`config.mk`:
```
export PLATFORM = sky130hd
export DESIGN_NAME = rtcc_control
export DESIGN_NICKNAME = d
export VERILOG_FILES = /design/src/rtcc_pkg.sv /design/src/rtcc_sec_timer.sv /design/src/rtcc_control.sv
export VERILOG_INCLUDE_DIRS = /design/src
export SDC_FILE = /design/constraint.sdc
export NUM_CORES = 1
export LEC_CHECK = 0
export ABC_AREA = 0
export BUFFER_PORTS_ARGS = -buffer_cell sky130_fd_sc_hd__buf_4
export CAP_MARGIN = 20
export CORE_MARGIN = 3
export CORE_UTILIZATION = 30
export CTS_CLUSTER_DIAMETER = 80
export DETAILED_ROUTE_END_ITERATION = 8
export RECOVER_POWER = 100
export SYNTH_ARGS = -nofsm -noshare
export SYNTH_HDL_FRONTEND = slang
export SYNTH_SLANG_ARGS = --single-unit
```
`constraint.sdc`:
```
create_clock -name clk -period 3.52 [get_ports clk]
set_input_delay 0.704 -clock clk [delete_from_list [all_inputs] [get_ports clk]]
set_output_delay 0.704 -clock clk [all_outputs]
set_load 0.05 [all_outputs]
```
`src/rtcc_defines.svh`:
```
// Offsets, field positions, reset values and timing counts for the RTC control block.
// Assumes it is included by its bare name into every file that needs these values.
`ifndef RTCC_DEFINES_SVH
`define RTCC_DEFINES_SVH

`define RTCC_CTRL_OFS 12'h000
`define RTCC_TIME_OFS 12'h010
`define RTCC_KEY_OFS 12'h020

`define RTCC_ON_BIT 15
`define RTCC_WREN_BIT 3
`define RTCC_SYNC_BIT 2
`define RTCC_HALF_BIT 1
`define RTCC_OE_BIT 0
`define RTCC_SEC_MSB 14
`define RTCC_SEC_LSB 8
`define RTCC_SEC_LAST 7'h3B

`define RTCC_KEY_FIRST 32'h0000_00A5
`define RTCC_KEY_SECOND 32'h0000_005A

`define RTCC_CTRL_RESET 32'h0000_0000
`define RTCC_TIME_RESET 32'h0000_0000

`define RTCC_CLK_PERIOD_NS 4
`define RTCC_HALF_SEC_NS 500000000
`define RTCC_SYNC_WINDOW_NS 128
`define RTCC_HALF_SEC_CYC (`RTCC_HALF_SEC_NS / `RTCC_CLK_PERIOD_NS)
`define RTCC_SYNC_WINDOW_CYC ((`RTCC_SYNC_WINDOW_NS + `RTCC_CLK_PERIOD_NS - 1) / `RTCC_CLK_PERIOD_NS)

`endif

```
`src/rtcc_pkg.sv`:
```
// Types shared by the RTC control block.
// Assumes the defines header supplies all numeric constants.
package rtcc_pkg;
    typedef logic [31:0] rtcc_word_t;
    typedef logic [11:0] rtcc_addr_t;

    typedef struct packed {
        logic on;
        logic wren;
        logic oe;
    } rtcc_ctrl_t;

    typedef enum logic [0:0] {
        KEY_IDLE = 1'b0,
        KEY_HALF = 1'b1
    } rtcc_key_state_t;
endpackage : rtcc_pkg

```
`src/rtcc_sec_timer.sv`:
```
// Second phase counter giving the half-second flag, the rollover strobe and the read-sync window.
// Assumes one clock and a synchronous active-high reset.
`timescale 1ns/10ps
`include "rtcc_defines.svh"
module rtcc_sec_timer #(
    parameter int unsigned HALF_CYC = `RTCC_HALF_SEC_CYC,
    parameter int unsigned SYNC_CYC = `RTCC_SYNC_WINDOW_CYC
) (
    input wire logic clk,
    input wire logic sys_rst,
    input wire logic run,
    input wire logic restart,
    output logic half_second_flag,
    output logic syncWin,
    output logic secWrap
);
    import rtcc_pkg::*;

    localparam logic [31:0] LAST_CNT = 32'(2 * HALF_CYC - 1);
    localparam logic [31:0] HALF_CNT = 32'(HALF_CYC);
    localparam logic [31:0] SYNC_START = 32'(2 * HALF_CYC - SYNC_CYC);

    generate
        if (HALF_CYC < 2 || SYNC_CYC < 1 || SYNC_CYC > HALF_CYC) begin : g_bad
            $error("rtcc_sec_timer: sync window must fit inside half a second");
        end
    endgenerate

    logic [31:0] cnt_q;
    logic [31:0] cnt_d;
    logic half_second_flag_q;
    logic syncWin_q;

    assign secWrap = run & ~restart & (cnt_q == LAST_CNT);

    always_comb begin
        if (restart || !run || secWrap) begin
            cnt_d = 32'h0000_0000;
        end else begin
            cnt_d = cnt_q + 32'h0000_0001;
        end
    end

    always_ff @(posedge clk) begin
        if (sys_rst) begin
            cnt_q <= 32'h0000_0000;
            half_second_flag_q <= 1'b0;
            syncWin_q <= 1'b0;
        end else begin
            cnt_q <= cnt_d;
            half_second_flag_q <= (cnt_d >= HALF_CNT);
            syncWin_q <= run & (cnt_d >= SYNC_START);
        end
    end

    assign half_second_flag = half_second_flag_q;
    assign syncWin = syncWin_q;
endmodule : rtcc_sec_timer

```
`src/rtcc_control.sv`:
```
// RTC control register, time value register, write unlock and clock output over APB.
// Assumes an APB master on clk; sys_rst is the power-on reset, otherRst any lesser reset.
// What this block does
// - Time value writes take effect only while the value write enable bit is set.
// - Read-sync flag is high while time values may ripple at rollover.
// - Half-second bit reads high in the second half of each second.
// - Writing the seconds field clears the half-second bit.
// - Clock output pin is driven only while clock output enable is set.
// - The ON bit changes only while value write enable is set.
// - Value write enable can be set only after the unlock sequence.
// - Control register resets only on power-on reset.
`timescale 1ns/10ps
`include "rtcc_defines.svh"
module rtcc_control #(
    parameter int unsigned HALF_CYC = `RTCC_HALF_SEC_CYC
) (
    input wire logic clk,
    input wire logic sys_rst,
    input wire logic otherRst,
    input wire rtcc_pkg::rtcc_addr_t paddr,
    input wire logic psel,
    input wire logic penable,
    input wire logic pwrite,
    input wire rtcc_pkg::rtcc_word_t pwdata,
    output rtcc_pkg::rtcc_word_t prdata,
    output logic pready,
    output logic pslverr,
    output logic clkOutPin,
    output logic clkOutPinEn
);
    import rtcc_pkg::*;

    localparam int unsigned SYNC_CYC = `RTCC_SYNC_WINDOW_CYC;
    localparam rtcc_word_t CTRL_RST = `RTCC_CTRL_RESET;

    rtcc_ctrl_t ctrl_q;
    rtcc_word_t time_q;
    rtcc_word_t prdata_q;
    rtcc_key_state_t keyState_q;
    logic seqEn_q;
    logic pready_q;
    logic pslverr_q;
    logic clkOutPin_q;
    logic clkOutPinEn_q;
    logic half_second_flag;
    logic syncFlag;
    logic secWrap;
    logic hitCtrl;
    logic hitTime;
    logic hitKey;
    logic wrDone;
    logic wrCtrl;
    logic wrTime;
    logic wrKey;
    logic timeAccept;
    logic [6:0] secNow;
    rtcc_word_t rdMux;

    assign hitCtrl = (paddr == `RTCC_CTRL_OFS);
    assign hitTime = (paddr == `RTCC_TIME_OFS);
    assign hitKey = (paddr == `RTCC_KEY_OFS);
    assign wrDone = psel & penable & pready_q & pwrite;
    assign wrCtrl = wrDone & hitCtrl;
    assign wrTime = wrDone & hitTime;
    assign wrKey = wrDone & hitKey;
    assign timeAccept = wrTime & ctrl_q.wren;
    assign secNow = time_q[`RTCC_SEC_MSB:`RTCC_SEC_LSB];

    rtcc_sec_timer #(
        .HALF_CYC(HALF_CYC),
        .SYNC_CYC(SYNC_CYC)
    ) u_timer (
        .clk(clk),
        .sys_rst(sys_rst),
        .run(ctrl_q.on),
        .restart(timeAccept),
        .half_second_flag(half_second_flag),
        .syncWin(syncFlag),
        .secWrap(secWrap)
    );

    // Read data, with the status bits taken live from the timer.
    always_comb begin
        rdMux = 32'h0000_0000;
        if (hitCtrl) begin
            rdMux[`RTCC_ON_BIT] = ctrl_q.on;
            rdMux[`RTCC_WREN_BIT] = ctrl_q.wren;
            rdMux[`RTCC_SYNC_BIT] = syncFlag;
            rdMux[`RTCC_HALF_BIT] = half_second_flag;
            rdMux[`RTCC_OE_BIT] = ctrl_q.oe;
        end else if (hitTime) begin
            rdMux = time_q;
        end
    end

    // APB slave: the answer comes in the first access cycle.
    always_ff @(posedge clk) begin
        if (sys_rst) begin
            pready_q <= 1'b0;
            pslverr_q <= 1'b0;
            prdata_q <= 32'h0000_0000;
        end else begin
            pready_q <= psel & ~penable;
            if (psel && !penable) begin
                pslverr_q <= ~(hitCtrl | hitTime | hitKey);
                prdata_q <= pwrite ? 32'h0000_0000 : rdMux;
            end else begin
                pslverr_q <= 1'b0;
            end
        end
    end

    // Control register, cleared by power-on reset only.
    always_ff @(posedge clk) begin
        if (sys_rst) begin
            ctrl_q.on <= CTRL_RST[`RTCC_ON_BIT];
            ctrl_q.wren <= CTRL_RST[`RTCC_WREN_BIT];
            ctrl_q.oe <= CTRL_RST[`RTCC_OE_BIT];
        end else if (wrCtrl) begin
            if (ctrl_q.wren) begin
                ctrl_q.on <= pwdata[`RTCC_ON_BIT];
            end
            if (!pwdata[`RTCC_WREN_BIT]) begin
                ctrl_q.wren <= 1'b0;
            end else if (seqEn_q) begin
                ctrl_q.wren <= 1'b1;
            end
            ctrl_q.oe <= pwdata[`RTCC_OE_BIT];
        end
    end

    // Unlock sequence: two key words written back to back to the key register.
    always_ff @(posedge clk) begin
        if (sys_rst || otherRst) begin
            keyState_q <= KEY_IDLE;
            seqEn_q <= 1'b0;
        end else if (wrKey) begin
            unique case (keyState_q)
                KEY_IDLE: begin
                    keyState_q <= (pwdata == `RTCC_KEY_FIRST) ? KEY_HALF : KEY_IDLE;
                    seqEn_q <= 1'b0;
                end
                KEY_HALF: begin
                    keyState_q <= KEY_IDLE;
                    seqEn_q <= (pwdata == `RTCC_KEY_SECOND);
                end
            endcase
        end
    end

    // Time value register: software write wins over the hardware seconds count.
    always_ff @(posedge clk) begin
        if (sys_rst) begin
            time_q <= `RTCC_TIME_RESET;
        end else if (timeAccept) begin
            time_q <= pwdata;
        end else if (secWrap) begin
            time_q[`RTCC_SEC_MSB:`RTCC_SEC_LSB] <= (secNow >= `RTCC_SEC_LAST) ? 7'h00 : secNow + 7'h01;
        end
    end

    // Clock output pin follows the half-second wave.
    always_ff @(posedge clk) begin
        if (sys_rst) begin
            clkOutPin_q <= 1'b0;
            clkOutPinEn_q <= 1'b0;
        end else begin
            clkOutPin_q <= half_second_flag & ctrl_q.on;
            clkOutPinEn_q <= ctrl_q.oe & ctrl_q.on;
        end
    end

    assign prdata = prdata_q;
    assign pready = pready_q;
    assign pslverr = pslverr_q;
    assign clkOutPin = clkOutPin_q;
    assign clkOutPinEn = clkOutPinEn_q;
endmodule : rtcc_control

```
==> out/metrics.cfg <==
[final_layout]
fillers = 1822
final_nets = 742
layout_commonest_cell = dfxtp_1
antenna_cells = 0
finalNonFillerCells = 915
drive_gt1_frac = 0.1309
final_area_sq_um = 6070
layout_common_cells = dfxtp_1 (107), nor2_1 (89), nand2_1 (83)
areaGrowthSynthToFinish_pct = 18.00

[synthesis]
synthArstFlopShare = 0
synth.avg_cell_area_sq_um = 8.243
synth_edf_count = 0
syn_area_sq_um = 5144
yosysWarnings = 0
synth_seq_cells = 107
synth_cells = 624
syn_nets = 676
synthFlopType = dfxtp_1
synth_cell_types = 68
yosysSeqAreaShare = 0.4164

[worst_hold_path]
min_to = time_q[22]$_SDFFE_PP0P_
hold_depth = 2
hold_class = flop to flop
min-delay-start = time_q[22]$_SDFFE_PP0P_

[run_status]
status = complete, but fails checks
violations = max-capacitance violations, max-slew violations

[die]
start_util = 0.3080
die_y_um = 136.9
die_width_um = 136.9
dieArea_sq_um = 18750
io_pins = 86
fp-row-count = 47
core_area_sq_um = 16700

[detailed_routing]
drt-pass1-iter-count = 6
first_iter_violations = 422
ant_nets = 0
via_per_inst = 5.138
num_vias = 4701
drt-total-wl_mm = 13.72
route.detailed.drc = 0
wire_per_inst_um = 14.99

[placement]
dp.cells = 899
place_area_sq_um = 5946
io_buffer_count = 85
place_congestion = 0.8318
dp_hpwl_mm = 9.884

[critical_path]
rr_endpoint = u_timer.half_second_flag$_SDFF_PP0_
cp_slowest_cell = or4_1
cp-start-kind = primary input
cp_common_cell = nand2_1
crit_chain = clkbuf_4 > nor4_1 > nand2_1 > or4_1 > clkbuf_1 > nand2_1 > a21oi_1
path_class = primary input to flop
cpPeakStageDelay_ns = 0.67
cp-end-kind = flop
r2r-start = u_timer.cnt_q[7]$_SDFF_PP0_
reg2reg_slack_ns = 0.71
crit_fanout = 25
arrival_ns = 2.98
cp.required_ns = 3.69
rr_worst_depth = 8

[cts]
htree_levels = 3
post_cts_buffers = 0
cts-root-buf = clkbuf_16
clk_pin_slew_ns = 0.08
cts_buffer_depth = 2
numCtsBuffers = 9
cts_tree = yes
postCtsHoldBufs = 0
clock_latency_ns = 0.35
cts_sinks = 107
cts.repair.resized = 0

[global_routing]
antenna_found_initial = 0
grt_usage = 0.1470
grt_pass1_wl_mm = 22.05
overflow = 0
grt_max_degree = 79
grt_pass1_vias = 4305

[timing]
period_minus_slack_ns = 2.812
drv_slew = 79
max_clock_freq_mhz = 355.7
slew_headroom = -0.07624
rsz0062_at_grt = false
setup-tns-final_ns = 0
fin_hold_ws_ns = 0.4520
layout_worst_path_cycle_share = 0.7987
tightest_slew_ns = 1.614
hold_viol_final = 0
fin_skew_ns = 0.006501
setup_viol = 0

[power]
cellLeakagePower_uw = 0.001965
power.total_uw = 2302
p_per_area_nw_per_um2 = 379.3
ir_worst_vdd_v = 0.0002372

[job]
max_cap_viol_count = 1

[kinds of logic after synthesis]
kind of cell | Yosys count | synth area share
and+or+nand+nor | 306 | 0.3148
AOI/OAI and AO/OA | 124 | 0.1576
DFF | 107 | 0.4164
buffers and inverters | 49 | 0.04306
xor gates and xnor gates | 30 | 0.05108
muxes | 6 | 0.01216
adders and majority gates | 2 | 0.004864
[worst max-delay path, delay by kind of cell]
family | cells | cell delay [ns]
buffers and inverters | 2 | 0.65
AND/OR/NAND/NOR | 4 | 1.53
AO/OA/AOI/OAI | 1 | 0.08
[worst max-delay path by stage]
stage,startpoint,endpoint,depth (start not counted)
after floorplan,paddr[9],u_timer.half_second_flag$_SDFF_PP0_,8
after global placement,paddr[1],u_timer.half_second_flag$_SDFF_PP0_,9
after detailed placement,paddr[1],u_timer.half_second_flag$_SDFF_PP0_,9
after CTS,u_timer.cnt_q[7]$_SDFF_PP0_,u_timer.half_second_flag$_SDFF_PP0_,8
after global routing,u_timer.cnt_q[0]$_SDFF_PP0_,u_timer.half_second_flag$_SDFF_PP0_,9
final,paddr[1],time_q[20]$_SDFFE_PP0P_,7
[report_power, final]
part           switching (uW)  internal [uW]  leakage (uW)
clock network             487            516      0.000147
logic                    48.3           40.2      0.000956
registers               0.270           1210      0.000862
total                     536           1770       0.00196
[registers in the layout (all words and copies together), names as in the netlist]
name and cells:
prdata 32, time_q 32, u_timer.cnt_q 32, ctrl_q 3, clkOutPin 1, clkOutPinEn 1
keyState_q 1, pready 1, pslverr 1, seqEn_q 1, u_timer.half_second_flag 1, u_timer.syncWin 1
[stage by stage]
stage | util | worst slack, ns
2_1_floorplan | - | 0.9046
3_3_place_gp | 0.3560 | 0.5248
3_5_place_dp | 0.3560 | 0.5226
4_1_cts | 0.3738 | 0.7504
5_1_grt | 0.3634 | 0.4161
6_report | 0.3634 | 0.7084
[cells in the mapped netlist, drive strengths merged (2+ instances only)]
| library cell | count | area share |
|---|---|---|
| a211oi | 3 | 0.0044 |
| a21boi | 2 | 0.0029 |
| a21oi | 47 | 0.046 |
| a22o | 6 | 0.010 |
| a22oi | 32 | 0.047 |
| a31oi | 4 | 0.0061 |
| a41oi | 4 | 0.0068 |
| and2 | 4 | 0.0051 |
| and3 | 10 | 0.013 |
| and3b | 2 | 0.0034 |
| and4 | 7 | 0.012 |
| buf | 15 | 0.018 |
| clkbuf | 24 | 0.018 |
| dfxtp | 107 | 0.42 |
| ha | 2 | 0.0049 |
| inv | 10 | 0.0073 |
| mux2 | 2 | 0.0044 |
| mux2i | 4 | 0.0078 |
| nand2 | 83 | 0.061 |
| nand2b | 5 | 0.0061 |
| nand3 | 22 | 0.027 |
| nand3b | 2 | 0.0036 |
| nand4 | 17 | 0.024 |
| nand4b | 2 | 0.0034 |
| nor2 | 89 | 0.065 |
| nor2b | 4 | 0.0049 |
| nor3 | 17 | 0.018 |
| nor3b | 5 | 0.0083 |
| nor4 | 17 | 0.028 |
| nor4b | 3 | 0.0051 |
| o21ai | 13 | 0.013 |
| o22ai | 2 | 0.0024 |
| o41ai | 3 | 0.0051 |
| or3 | 6 | 0.0085 |
| or4 | 5 | 0.0080 |
| xnor2 | 17 | 0.029 |
| xor2 | 13 | 0.022 |
[metal layers]
layer	GRT usage	part of all wire	vias to the layer above
met3	0.02647	0.061	13
met2	0.2322	0.47	122
met1	0.2009	0.46	2203
met5	0	0	-
met4	0.05266	0.012	0
li1	-	-	2363
[cell type report]
class                   count  area [sq um]  share of cell area
multi-input cells         468          2760              0.4548
flip-flops and latches    107          2142              0.3529
repair buffers             94         558.0             0.09194
well taps                 220         275.3             0.04535
clock buffers              10         239.0             0.03937
clock inverters             6         57.56            0.009483
inverters                  10         37.54            0.006184
No activity file was read; power rests on OpenSTA's default activity.
